<file path="src/include/ltb_pkg.sv">
package ltb_pkg;

  // ==========================================================
  // clock and time bases
  localparam int unsigned CLK_HZ     = 50_000_000;
  localparam int unsigned TICK_HZ    = 24_000_000;
  localparam int unsigned RATE_GCD   = 2_000_000;
  localparam logic [5:0]  TICK_NUM   = 6'(TICK_HZ / RATE_GCD);
  localparam logic [5:0]  TICK_DEN   = 6'(CLK_HZ / RATE_GCD);
  localparam int unsigned MS_PER_S   = 1000;
  localparam int unsigned CYC_PER_MS = CLK_HZ / MS_PER_S;
  localparam int unsigned WORD_W     = 32;

  // ==========================================================
  // bus constants and register offsets
  localparam logic [2:0] HSIZE_WORD      = 3'h2;
  localparam logic [7:0] ADDR_CTRL       = 8'h00;
  localparam logic [7:0] ADDR_CONV_IN    = 8'h04;
  localparam logic [7:0] ADDR_CONV_OUT   = 8'h08;
  localparam logic [7:0] ADDR_PRE_OFF    = 8'h0C;
  localparam logic [7:0] ADDR_PRE_ON     = 8'h10;
  localparam logic [7:0] ADDR_PRE_PULSE  = 8'h14;
  localparam logic [7:0] ADDR_ET_OFF     = 8'h18;
  localparam logic [7:0] ADDR_ET_ON      = 8'h1C;
  localparam logic [7:0] ADDR_ET_PULSE   = 8'h20;
  localparam logic [7:0] ADDR_STATUS     = 8'h24;
  localparam logic [7:0] ADDR_COUNT_VAL  = 8'h28;
  localparam logic [7:0] ADDR_HIGH_SPAN  = 8'h2C;
  localparam logic [7:0] ADDR_LOW_SPAN   = 8'h30;

  // ==========================================================
  // field positions and reset values
  localparam int CTL_CONV_EN   = 0;
  localparam int CTL_CAP_EN    = 1;
  localparam int CTL_CAP_CLR   = 2;
  localparam int CTL_CAP_MODE  = 4;
  localparam int CTL_CONV_TYPE = 6;
  localparam int CTL_TRIG      = 8;
  localparam int ST_CONV       = 0;
  localparam int ST_CAP        = 1;
  localparam int ST_TIMER      = 2;
  localparam logic [31:0] WORD_RST  = 32'h0000_0000;
  localparam logic [7:0]  REAL_BIAS = 8'h7F;

  // ==========================================================
  // modes
  typedef enum logic [1:0] {CT_INT = 2'h0, CT_REAL = 2'h1, CT_TIMER = 2'h2} ltb_ctype_type;
  typedef enum logic [1:0] {
    CM_TIMER = 2'h0, CM_FREE = 2'h1, CM_COUNT = 2'h2, CM_DUTY = 2'h3
  } ltb_cmode_type;
  typedef enum logic [2:0] {TM_OFF = 3'h1, TM_ON = 3'h2, TM_PULSE = 3'h4} ltb_tmode_type;

endpackage : ltb_pkg

</file>
<file path="src/hdl/ltb_delay_timer.sv">
`timescale 1ns/100ps
module ltb_delay_timer
  import ltb_pkg::*;
#(
  parameter ltb_tmode_type MODE = TM_OFF,
  parameter int unsigned   TW   = WORD_W
) (
  input  wire logic          clk_in,
  input  wire logic          rst_n_in,
  input  wire logic          trig_in,
  input  wire logic          tick_in,
  input  wire logic [TW-1:0] preset_in,
  output logic               q_out,
  output logic [TW-1:0]      et_out
);

  logic          q_r, q_nxt, trig_d_r, due;
  logic [TW-1:0] et_r, et_nxt, step;

  // ==========================================================
  // timing
  always_comb begin
    q_nxt = q_r;
    et_nxt = et_r;
    due = et_r >= preset_in;
    // stop at preset rather than wrap
    step = (tick_in && !due) ? TW'(et_r + 1'b1) : et_r;
    case (MODE)
      TM_OFF: begin
        if (trig_in) begin
          q_nxt = 1'b1;
          et_nxt = '0;
        end else if (q_r) begin
          et_nxt = step;
          if (due) q_nxt = 1'b0;
        end
      end
      TM_ON: begin
        if (!trig_in) begin
          q_nxt = 1'b0;
          et_nxt = '0;
        end else begin
          et_nxt = step;
          q_nxt = due;
        end
      end
      TM_PULSE: begin
        if (q_r) begin
          et_nxt = step;
          if (due) q_nxt = 1'b0;
        end else if (trig_in && !trig_d_r && et_r == '0) begin
          q_nxt = 1'b1;
        end else if (due && !trig_in) begin
          et_nxt = '0;
        end
      end
      default: ;
    endcase
  end

  always_ff @(posedge clk_in or negedge rst_n_in) begin
    if (!rst_n_in) begin
      q_r <= 1'b0;
      et_r <= '0;
      trig_d_r <= 1'b0;
    end else begin
      q_r <= q_nxt;
      et_r <= et_nxt;
      trig_d_r <= trig_in;
    end
  end

  assign q_out = q_r;
  assign et_out = et_r;
endmodule : ltb_delay_timer

</file>
<file path="src/hdl/ltb_capture.sv">
`timescale 1ns/100ps
module ltb_capture
  import ltb_pkg::*;
#(
  parameter int unsigned CW = WORD_W
) (
  input  wire logic          clk_in,
  input  wire logic          rst_n_in,
  input  wire logic          pin_in,
  input  wire logic          tick_in,
  input  wire logic          en_in,
  input  wire logic          clear_in,
  input  wire ltb_cmode_type mode_in,
  output logic               q_out,
  output logic [CW-1:0]      count_value_out,
  output logic [CW-1:0]      high_span_out,
  output logic [CW-1:0]      low_span_out
);

  logic          q_r, pin_d_r, rise, fall;
  logic [CW-1:0] run_r, run_nxt, run_now, cv_r, cv_nxt, hs_r, hs_nxt, ls_r, ls_nxt;

  function automatic logic [CW-1:0] ltb_sat_inc(input logic [CW-1:0] v);
    return (&v) ? v : CW'(v + 1'b1);
  endfunction : ltb_sat_inc

  // ==========================================================
  // measurement
  always_comb begin
    run_nxt = run_r;
    cv_nxt = cv_r;
    hs_nxt = hs_r;
    ls_nxt = ls_r;
    rise = pin_in && !pin_d_r;
    fall = !pin_in && pin_d_r;
    // a tick on the edge cycle still belongs to the span it closes
    run_now = tick_in ? ltb_sat_inc(run_r) : run_r;
    if (clear_in) begin
      run_nxt = '0;
      cv_nxt = '0;
      hs_nxt = '0;
      ls_nxt = '0;
    end else if (en_in) begin
      case (mode_in)
        CM_TIMER: begin
          if (rise) begin
            cv_nxt = run_now;
            run_nxt = '0;
          end else run_nxt = run_now;
        end
        CM_FREE: if (tick_in) cv_nxt = ltb_sat_inc(cv_r);
        CM_COUNT: if (rise) cv_nxt = ltb_sat_inc(cv_r);
        CM_DUTY: begin
          if (rise) begin
            ls_nxt = run_now;
            cv_nxt = CW'(hs_r + run_now);
            run_nxt = '0;
          end else if (fall) begin
            hs_nxt = run_now;
            run_nxt = '0;
          end else run_nxt = run_now;
        end
        default: ;
      endcase
    end
  end

  always_ff @(posedge clk_in or negedge rst_n_in) begin
    if (!rst_n_in) begin
      q_r <= 1'b0;
      pin_d_r <= 1'b0;
      run_r <= '0;
      cv_r <= '0;
      hs_r <= '0;
      ls_r <= '0;
    end else begin
      q_r <= en_in;
      pin_d_r <= pin_in;
      run_r <= run_nxt;
      cv_r <= cv_nxt;
      hs_r <= hs_nxt;
      ls_r <= ls_nxt;
    end
  end

  assign q_out = q_r;
  assign count_value_out = cv_r;
  assign high_span_out = hs_r;
  assign low_span_out = ls_r;
endmodule : ltb_capture

</file>
<file path="src/hdl/ltb_top.sv">
`timescale 1ns/100ps
module ltb_top
  import ltb_pkg::*;
#(
  parameter int unsigned MS_CYCLES = CYC_PER_MS
) (
  input  wire logic        clk_in,
  input  wire logic        rst_n_in,
  input  wire logic        hsel_in,
  input  wire logic [7:0]  haddr_in,
  input  wire logic [1:0]  htrans_in,
  input  wire logic        hwrite_in,
  input  wire logic [2:0]  hsize_in,
  input  wire logic [31:0] hwdata_in,
  input  wire logic        hready_in,
  output logic      [31:0] hrdata_out,
  output logic             hreadyout_out,
  output logic             hresp_out,
  input  wire logic        cap_pin_in,
  output logic             conv_q_out,
  output logic             cap_q_out,
  output logic             off_q_out,
  output logic             on_q_out,
  output logic             pulse_q_out
);

  localparam ltb_tmode_type TMODES [3] = '{TM_OFF, TM_ON, TM_PULSE};

  // ==========================================================
  // bus slave
  logic        acc, wr_pend_r, wr_pend_nxt, rd_pend_r, rd_pend_nxt;
  logic        hready_r, hready_nxt;
  logic [7:0]  addr_r, addr_nxt;
  logic [31:0] hrdata_r, hrdata_nxt, rd_mux;

  assign acc = hsel_in && htrans_in[1] && hready_in;

  // reads take one wait state so a write just before is already visible
  always_comb begin
    wr_pend_nxt = acc && hwrite_in && (hsize_in == HSIZE_WORD);
    rd_pend_nxt = acc && !hwrite_in;
    addr_nxt = acc ? haddr_in : addr_r;
    hready_nxt = !rd_pend_nxt;
    hrdata_nxt = rd_pend_r ? rd_mux : hrdata_r;
  end

  always_ff @(posedge clk_in or negedge rst_n_in) begin
    if (!rst_n_in) begin
      wr_pend_r <= 1'b0;
      rd_pend_r <= 1'b0;
      hready_r <= 1'b1;
      addr_r <= 8'h00;
      hrdata_r <= WORD_RST;
      hresp_out <= 1'b0;
    end else begin
      wr_pend_r <= wr_pend_nxt;
      rd_pend_r <= rd_pend_nxt;
      hready_r <= hready_nxt;
      addr_r <= addr_nxt;
      hrdata_r <= hrdata_nxt;
      hresp_out <= 1'b0;
    end
  end

  assign hreadyout_out = hready_r;
  assign hrdata_out = hrdata_r;

  // ==========================================================
  // control registers
  logic          conv_en_r, conv_en_nxt, cap_en_r, cap_en_nxt, cap_clr_r, cap_clr_nxt;
  logic [2:0]    trig_r, trig_nxt;
  ltb_cmode_type cap_mode_r, cap_mode_nxt;
  ltb_ctype_type conv_type_r, conv_type_nxt;
  logic [31:0]   conv_in_r, conv_in_nxt;
  logic [31:0]   preset_r [3];
  logic [31:0]   preset_nxt [3];

  always_comb begin
    conv_en_nxt = conv_en_r;
    cap_en_nxt = cap_en_r;
    cap_clr_nxt = cap_clr_r;
    trig_nxt = trig_r;
    cap_mode_nxt = cap_mode_r;
    conv_type_nxt = conv_type_r;
    conv_in_nxt = conv_in_r;
    preset_nxt = preset_r;
    if (wr_pend_r) begin
      case (addr_r)
        ADDR_CTRL: begin
          conv_en_nxt = hwdata_in[CTL_CONV_EN];
          cap_en_nxt = hwdata_in[CTL_CAP_EN];
          cap_clr_nxt = hwdata_in[CTL_CAP_CLR];
          trig_nxt = hwdata_in[CTL_TRIG +: 3];
          conv_type_nxt = ltb_ctype_type'(hwdata_in[CTL_CONV_TYPE +: 2]);
          // mode may only change while the reader is stopped
          if (!cap_en_r) begin
            cap_mode_nxt = ltb_cmode_type'(hwdata_in[CTL_CAP_MODE +: 2]);
          end
        end
        ADDR_CONV_IN: conv_in_nxt = hwdata_in;
        ADDR_PRE_OFF: preset_nxt[0] = hwdata_in;
        ADDR_PRE_ON: preset_nxt[1] = hwdata_in;
        ADDR_PRE_PULSE: preset_nxt[2] = hwdata_in;
        default: ;
      endcase
    end
  end

  always_ff @(posedge clk_in or negedge rst_n_in) begin
    if (!rst_n_in) begin
      conv_en_r <= 1'b0;
      cap_en_r <= 1'b0;
      cap_clr_r <= 1'b0;
      trig_r <= 3'h0;
      cap_mode_r <= CM_TIMER;
      conv_type_r <= CT_INT;
      conv_in_r <= WORD_RST;
      preset_r <= '{WORD_RST, WORD_RST, WORD_RST};
    end else begin
      conv_en_r <= conv_en_nxt;
      cap_en_r <= cap_en_nxt;
      cap_clr_r <= cap_clr_nxt;
      trig_r <= trig_nxt;
      cap_mode_r <= cap_mode_nxt;
      conv_type_r <= conv_type_nxt;
      conv_in_r <= conv_in_nxt;
      preset_r <= preset_nxt;
    end
  end

  // ==========================================================
  // value to timer converter
  logic        conv_q_r;
  logic [31:0] conv_out_r, conv_out_nxt, conv_val;

  // truncates toward zero; negatives give zero, overflow saturates
  function automatic logic [31:0] ltb_real_to_ms(input logic [31:0] f);
    logic [63:0] w;
    logic [7:0]  e;
    w = '0;
    e = f[30:23];
    if (f[31] || e < REAL_BIAS) return '0;
    if (e > REAL_BIAS + 8'd31) return '1;
    w = 64'({1'b1, f[22:0]}) << (e - REAL_BIAS);
    return w[54:23];
  endfunction : ltb_real_to_ms

  always_comb begin
    case (conv_type_r)
      CT_REAL: conv_val = ltb_real_to_ms(conv_in_r);
      CT_TIMER: conv_val = conv_in_r;
      default: conv_val = conv_in_r[31] ? WORD_RST : conv_in_r;
    endcase
    conv_out_nxt = conv_en_r ? conv_val : conv_out_r;
  end

  always_ff @(posedge clk_in or negedge rst_n_in) begin
    if (!rst_n_in) begin
      conv_q_r <= 1'b0;
      conv_out_r <= WORD_RST;
    end else begin
      conv_q_r <= conv_en_r;
      conv_out_r <= conv_out_nxt;
    end
  end

  assign conv_q_out = conv_q_r;

  // ==========================================================
  // time bases and pin synchroniser
  logic [5:0]  acc24_r, acc24_nxt, acc24_sum;
  logic        tick24_r, tick24_nxt, ms_tick_r, ms_tick_nxt, sync1_r, sync2_r;
  logic [31:0] ms_cnt_r, ms_cnt_nxt;

  // fractional divider: 12 ticks every 25 clocks, jitter of one clock
  always_comb begin
    acc24_sum = acc24_r + TICK_NUM;
    tick24_nxt = acc24_sum >= TICK_DEN;
    acc24_nxt = tick24_nxt ? 6'(acc24_sum - TICK_DEN) : acc24_sum;
    ms_tick_nxt = ms_cnt_r == 32'(MS_CYCLES - 1);
    ms_cnt_nxt = ms_tick_nxt ? 32'h0000_0000 : ms_cnt_r + 32'h0000_0001;
  end

  always_ff @(posedge clk_in or negedge rst_n_in) begin
    if (!rst_n_in) begin
      acc24_r <= TICK_DEN - TICK_NUM;  // first tick early, no long gap after reset
      tick24_r <= 1'b0;
      ms_cnt_r <= 32'h0000_0000;
      ms_tick_r <= 1'b0;
      sync1_r <= 1'b0;
      sync2_r <= 1'b0;
    end else begin
      acc24_r <= acc24_nxt;
      tick24_r <= tick24_nxt;
      ms_cnt_r <= ms_cnt_nxt;
      ms_tick_r <= ms_tick_nxt;
      sync1_r <= cap_pin_in;
      sync2_r <= sync1_r;
    end
  end

  // ==========================================================
  // capture reader and timers
  logic [31:0] cv_w, hs_w, ls_w;
  logic [31:0] et_w [3];
  logic [2:0]  tq_w;

  ltb_capture #(
    .CW (WORD_W)
  ) u_capture (
    .clk_in          (clk_in),
    .rst_n_in        (rst_n_in),
    .pin_in          (sync2_r),
    .tick_in         (tick24_r),
    .en_in           (cap_en_r),
    .clear_in        (cap_clr_r),
    .mode_in         (cap_mode_r),
    .q_out           (cap_q_out),
    .count_value_out (cv_w),
    .high_span_out   (hs_w),
    .low_span_out    (ls_w)
  );

  for (genvar i = 0; i < 3; i++) begin : g_timer
    ltb_delay_timer #(
      .MODE (TMODES[i]),
      .TW   (WORD_W)
    ) u_timer (
      .clk_in    (clk_in),
      .rst_n_in  (rst_n_in),
      .trig_in   (trig_r[i]),
      .tick_in   (ms_tick_r),
      .preset_in (preset_r[i]),
      .q_out     (tq_w[i]),
      .et_out    (et_w[i])
    );
  end

  assign off_q_out = tq_w[0];
  assign on_q_out = tq_w[1];
  assign pulse_q_out = tq_w[2];

  // ==========================================================
  // read mux, unmapped reads as zero
  always_comb begin
    rd_mux = WORD_RST;
    case (addr_r)
      ADDR_CTRL: begin
        rd_mux[CTL_CONV_EN] = conv_en_r;
        rd_mux[CTL_CAP_EN] = cap_en_r;
        rd_mux[CTL_CAP_CLR] = cap_clr_r;
        rd_mux[CTL_CAP_MODE +: 2] = cap_mode_r;
        rd_mux[CTL_CONV_TYPE +: 2] = conv_type_r;
        rd_mux[CTL_TRIG +: 3] = trig_r;
      end
      ADDR_STATUS: begin
        rd_mux[ST_CONV] = conv_q_r;
        rd_mux[ST_CAP] = cap_q_out;
        rd_mux[ST_TIMER +: 3] = tq_w;
      end
      ADDR_CONV_IN: rd_mux = conv_in_r;
      ADDR_CONV_OUT: rd_mux = conv_out_r;
      ADDR_PRE_OFF: rd_mux = preset_r[0];
      ADDR_PRE_ON: rd_mux = preset_r[1];
      ADDR_PRE_PULSE: rd_mux = preset_r[2];
      ADDR_ET_OFF: rd_mux = et_w[0];
      ADDR_ET_ON: rd_mux = et_w[1];
      ADDR_ET_PULSE: rd_mux = et_w[2];
      ADDR_COUNT_VAL: rd_mux = cv_w;
      ADDR_HIGH_SPAN: rd_mux = hs_w;
      ADDR_LOW_SPAN: rd_mux = ls_w;
      default: ;
    endcase
  end
endmodule : ltb_top

</file>
<file path="config.mk">
export PLATFORM = sky130hd
export DESIGN_NAME = ltb_top
export DESIGN_NICKNAME = d
export VERILOG_FILES = /design/src/include/ltb_pkg.sv /design/src/hdl/ltb_delay_timer.sv /design/src/hdl/ltb_capture.sv /design/src/hdl/ltb_top.sv
export SDC_FILE = /design/constraint.sdc
export NUM_CORES = 1
export LEC_CHECK = 0
export BUFFER_PORTS_ARGS = -buffer_cell sky130_fd_sc_hd__buf_2
export CORE_UTILIZATION = 64
export CTS_CLUSTER_SIZE = 20
export DETAILED_ROUTE_END_ITERATION = 6
export PLACE_DENSITY = 0.82
export SLEW_MARGIN = 10
export SYNTH_ARGS = -nofsm -noshare
export SYNTH_HDL_FRONTEND = slang
export SYNTH_SLANG_ARGS = --single-unit
</file>
<file path="constraint.sdc">
create_clock -name clk_in -period 5.7 [get_ports clk_in]
set_input_delay 1.14 -clock clk_in [delete_from_list [all_inputs] [get_ports clk_in]]
set_output_delay 1.14 -clock clk_in [all_outputs]
set_load 0.05 [all_outputs]
</file>
==> Word level (Yosys, flattened, before mapping) <==
Cells that the tools add are included.
{ "totals": {"register_bits": 486, "in_bits": 51, "output_inout_bits": 39} }
{ "classes": {"add_sub_neg": 10, "magnitude_cmp": 6, "eq_ne": 27, "n_shift": 1, "muxes": 58, "bitwise": 1, "reduce_logical": 48} }
{ "op_table": {"columns": ["operator", "n"], "rows": [
  ["32-bit two-way mux", 36],
  ["21-bit case mux with 11 select lines", 1],
  ["32-bit by 1-bit adder with 32-bit output (second input constant)", 6],
  ["32-bit case mux with 2 select lines", 2],
  ["32-bit case mux with 4 select lines", 1],
  ["32-bit greater-or-equal comparator", 3],
  ["6-bit case mux with 12 select lines", 1],
  ["32-bit AND reduction", 2],
  ["24-bit by 8-bit << shifter with 55-bit output", 1],
  ["8-bit by 6-bit == test with 1-bit output (second input constant)", 5],
  ["3-bit case mux with 13 select lines", 1],
  ["32-bit adder", 1],
  ["32-bit by 16-bit == test with 1-bit output (second input constant)", 1],
  ["8-bit by 5-bit == test with 1-bit output (second input constant)", 4],
  ["32-bit zero test", 1],
  ["31-bit two-way mux", 1],
  ["8-bit by 4-bit == test with 1-bit output (second input constant)", 2],
  ["2-bit AND reduction", 7],
  ["2-bit nonzero test", 7],
  ["1-bit logical AND", 13],
  ["1-bit case mux with 13 select lines", 1],
  ["1-bit two-way mux", 12],
  ["1-bit case mux with 12 select lines", 1],
  ["1-bit zero test", 9],
  ["23 further kinds", 32]
]} }

==> Depth between registers and ports, before layout <==
{ "depth": {"word_depth": 9, "depth_mapped": 19} }

==> Hierarchy <==
From an unflattened synthesis, not the netlist that was laid out.
{ "hier_totals": {"cells_unflattened": 3543, "area_unflattened_um2": 32876.5} }
{ "modules_own_cells": {"columns": ["mod", "n_inst", "cells_each", "area_per_inst_um2"], "rows": [
  ["ltb_top", 1, 1550, 15811.4],
  ["ltb_capture", 1, 1037, 8896.0],
  ["ltb_delay_timer at g_timer[0].u_timer", 1, 313, 2762.6],
  ["ltb_delay_timer at g_timer[2].u_timer", 1, 330, 2740.1],
  ["ltb_delay_timer at g_timer[1].u_timer", 1, 313, 2666.3]
]} }

==> Worst setup path before layout <==
OpenSTA, ideal clock, no wires.
{ "synth_timing": {"path_kind": "flip-flop to flip-flop", "start": "reg u_capture.run_r[13]", "end": "reg u_capture.cv_r[31], in the netlist u_capture.count_value_out[31]", "arrival_ns": 4.078, "setup_slack_ns": 1.496, "path_stages_with_launch": 20, "n_path_buf": 2, "cell_sequence": "dfrtp_1 -> clkbuf_1 -> nand4_1 -> nor4_2 -> a41o_1 -> buf_2 -> nor3_2 -> and3_1 -> xnor2_1 -> inv_1 -> ha_1 -> nand4_1 -> nor3_1 -> o21a_1 -> o21ai_1 -> a2111oi_0 -> o21bai_1 -> a21oi_1 -> mux2i_1 -> a221o_1"} }
{ "synth_between": {"elab_chain_len": 8} }
{ "synth_lines": {"columns": ["item", "line_no", "rtl"], "rows": [
  ["from (decl)", "ltb_capture.sv:21", "logic [CW-1:0] run_r, run_nxt, run_now, cv_r, cv_nxt, hs_r, hs_nxt, ls_r, ls_nxt;"],
  ["from (signal assigned)", "ltb_capture.sv:79", "run_r <= run_nxt;"],
  ["32-bit by 1-bit adder with 32-bit output or 32-bit AND reduction (tied branches)", "ltb_capture.sv:24", "return (&v) ? v : CW'(v + 1'b1);"],
  ["32-bit two-way mux", "ltb_capture.sv:24", null],
  ["32-bit two-way mux *", "ltb_capture.sv:37", "run_now = tick_in ? ltb_sat_inc(run_r) : run_r;"],
  ["32-bit adder", "ltb_capture.sv:56", "cv_nxt = CW'(hs_r + run_now);"],
  ["32-bit two-way mux", "ltb_capture.sv:54", "if (rise) begin"],
  ["32-bit case mux with 4 select lines *", "ltb_capture.sv:44", "case (mode_in)"],
  ["32-bit two-way mux *", "ltb_capture.sv:43", "end else if (en_in) begin"],
  ["32-bit two-way mux *", "ltb_capture.sv:38", "if (clear_in) begin"],
  ["to (signal assigned)", "ltb_capture.sv:80", "cv_r <= cv_nxt;"],
  ["to (decl)", "ltb_capture.sv:21", null]
]} }
Mark *: on every way between the ends. The rest lies on a longest branch, timed or not. The select of a mux whose other input is x is not followed.
A chain may end at the register's enable or synchronous reset.

==> Final worst setup path <==
{ "layout_timing": {"start": "reg u_capture.run_r[3]", "end": "reg u_capture.cv_r[31], in the netlist u_capture.count_value_out[31]"} }
The elaborated chain is that of the path after synthesis.

==> run metrics <==
status finished with violations; failing checks design-rule violations; vias in the first global route 27450; final slew viol count 0; antenna-violating nets left 0; CTS buffer count 52; Inst Count DP 3884; Worst Clk Skew 35.6 ps; largest family of logic cells by synthesized area compound AO/OA/AOI/OAI gates; critical path type reg2reg; number of synthesized register bits 486; M3 GR Usage 16.1%; Final Critical Period 5280 ps; GRT Total Usage 45.9%; Synth cell types 97; CORE AREA 46900 µm²; Sink Count 486; Synth Cell Area 30600 µm²; Synth area leaders dfrtp_1 (39%), ha_1 (6.4%), mux2_2 (5.6%); compound-gate portion of the synthesized area 20.0%; Slew @ Worst Pin 1200 ps; Iteration-0 DRC Markers 4114; initial antenna violation count 5; crit-path max FO 9; share of the synthesized area in the top cell type 39.4%; period utilization 92.6%; WHS 352 ps; final worst slack 425 ps; mux contribution to synthesized area 7.44%; pre-CTS WS 351 ps; Hold Crit Depth 0; Static Leakage 0.0152 µW; Synth Instances 3295; Avg Synthesized Cell Area 9.28 µm²; clk_lat worst skew 620 ps; total grt overflow 0; sequential share of the synthesized area 39.8%; gpl congestion 1.10; asr flop ratio synth 100%; setup_tns 0 ps; drt wl/cell 28.1 µm; # diodes 0; xor/xnor share of the synthesized area 4.64%; final std cells w/o fill 3975; Main synth FF type dfrtp_1; DRT Pass-1 Iters 7; Ys Warns 0; Die H 221 µm; largest net degree at the start of global routing 122; nets 3540; P&R area growth vs syn 9.27%; Hold WC Path Type reg2reg; DR vias/cell 7.20; Worst setup SP type flop; placed inst area 31800 µm²; post-DP HPWL 80500 µm; depth of the worst register-to-register path 17; GRT Max-Usage Layer met2; RSZ-0062 raised after global routing false; setup violators final 0; Longest Clk Path Bufs 3; Ports 90; H-tree Lvls 2; PD cells 247 nW/µm²; Max Cap Violations 0; first-pass GRT wire length 166000 µm; final hold vios 0; Die W 221 µm; largest area contributor in the netlist dfrtp_1; CTS tree done; FMAX 190 MHz; met1 Use GR 58.3%; CP Capture Type flop; met2 Usage GRT 68.2%; die area 48700 µm²; clk root buf clkbuf_16; EDFF count, synth 0; Clk pin slew, worst setup/hold paths 60 ps; Simple-Gate Fraction of Synth Area 16.9%; detailed-route DRC error count 9; Rel. slew slack 19.3%; post-route design area 33400 µm²; Worst EP arrival 5750 ps; share of layout cells above drive strength 1 14.1%; Rows 79; number of buffers added on ports 87; final WL 112000 µm; vias after detailed routing 28633; post-synthesis net count 3503; post-synthesis adder-cell area fraction 6.45%; required time worst endpoint 6180 ps; Starting Density 65.3%; VDD IR max 0.223 mV; # fillers 3414
==> path summary, 6_finish.rpt <==
kind | start | endpoint | slack [ps]
worst max-delay path | u_capture.run_r[3] | u_capture.count_value_out[31] | 420
worst min-delay path | sync1_r | sync2_r | 350
worst max register to register | u_capture.run_r[3] | u_capture.count_value_out[31] | 420
worst min register to register | sync1_r | sync2_r | 350
max in group asynchronous | rst_n_in | preset_r[26] | 3880
min in group asynchronous | rst_n_in | g_timer[2].u_timer.et_out[4] | 540
==> routing by layer <==
layer | up-vias | wire length, µm
met1 | 13882 | 41500
li1 | 12229 | -
met4 | 8 | 7110
met5 | - | 54
met2 | 2027 | 47900
met3 | 487 | 15000
==> final cells by class <==
class                      instances  area [µm²]  area share, %
clock buffer                      71        1450           4.35
clock inverter                    19         190          0.569
inverter                         187         702           2.10
multi-input combinational       2437       17100           51.0
sequential                       486       12200           36.4
tap                              607         759           2.27
timing repair buffer             168        1090           3.27
==> sequential cells by signal, summed over array words and instances (netlist names), 2 cells and up <==
register,flops
conv_out_r,32
acc24_r,6
hrdata_out,32
conv_in_r,32
u_capture.run_r,32
u_capture.low_span_out,32
cap_mode_r,2
u_capture.high_span_out,32
ms_cnt_r,32
g_timer.u_timer.et_out,96
trig_r,3
u_capture.count_value_out,32
conv_type_r,2
preset_r,96
addr_r,8
g_timer.u_timer.q_out,3
==> cell usage in the layout, fill, tap and decap left out, types with 52 or more instances in the layout <==
cell and n:
a211oi_1 78, a21oi_1 187, a221oi_1 91, a22o_1 71, a31oi_1 52, and3_1 60, buf_2 86, buf_4 78
clkbuf_16 53, dfrtp_1 480, ha_1 155, inv_1 185, mux2_2 152, nand2_1 285, nand3_1 125, nand4_1 66
nor2_1 262, o21ai_0 139, xnor2_1 103, xor2_1 55
==> Yosys cell counts, types with 6 or more instances <==
library cell / instances
mux2_2: 152
a31oi_4: 6
and2_1: 18
or3_1: 33
buf_1: 16
ha_1: 156
xor2_1: 58
a31oi_1: 52
o21ai_0: 139
and3_1: 62
mux2i_1: 27
a21o_1: 40
nor2b_1: 21
o221ai_1: 9
and4_1: 15
o21a_1: 8
mux4_2: 13
nor4_1: 27
or4_1: 18
o31ai_1: 27
nand4_1: 66
a21oi_1: 188
o22ai_1: 20
xnor2_1: 104
a32o_1: 9
buf_2: 15
nand2_1: 285
clkbuf_1: 148
dfrtp_1: 482
a221oi_1: 91
nor3_1: 41
a2111oi_0: 10
a22o_1: 71
nor2_1: 274
inv_1: 185
nand2b_1: 18
nand3_1: 125
a211oi_1: 78
a211o_1: 6
nand3b_1: 8
a22oi_1: 41
o211ai_1: 18
==> logic make-up (layout without fill, tap and decap cells) <==
| family | count (synthesis) | after routing |
|---|---|---|
| flip-flops | 486 | 486 |
| other | 1 | 1 |
| AO/OA/AOI/OAI | 878 | 878 |
| AND/OR/NAND/NOR | 1047 | 1047 |
| adder cells (fa/ha/maj) | 157 | 157 |
| multiplexers | 192 | 192 |
| XOR/XNOR | 162 | 162 |
| buffers and inverters | 372 | 445 |
==> critical path, stage by stage, from the launching register on <==
cell and delay [ps]:
dfrtp_1 450, nand3_1 290, nor2_1 440, a41o_2 460, nor3_4 120, xnor2_1 450
inv_1 100, ha_1 410, o211ai_1 170, nor3_1 190, o21a_1 200, o21ai_1 230
a2111oi_1 640, buf_4 210, o21bai_1 120, a21oi_1 280, mux2i_1 120, a221o_1 260
==> metrics by stage <==
step	util (%)	total power [µW]
5_1_grt	71.3	8480
3_5_place_dp	67.8	4910
6_report	71.3	8270
3_3_place_gp	67.8	4880
4_1_cts	71.3	8230
2_1_floorplan	-	4460
==> repair_timing <==
action                                 4_1_cts  5_1_grt
setup endpoints to repair                    0        3
buffers inserted                             0        0
endpoints found under the hold margin        0        0
gates resized for setup                      0        4
hold buffers                                 0        0
==> power breakdown <==
group	total (µW)	switching, µW	internal (µW)
combinational	1080	745	339
clock	3370	1450	1910
sequential	3820	210	3610
total	8270	2410	5860
Power figures use the tool's default switching activity.
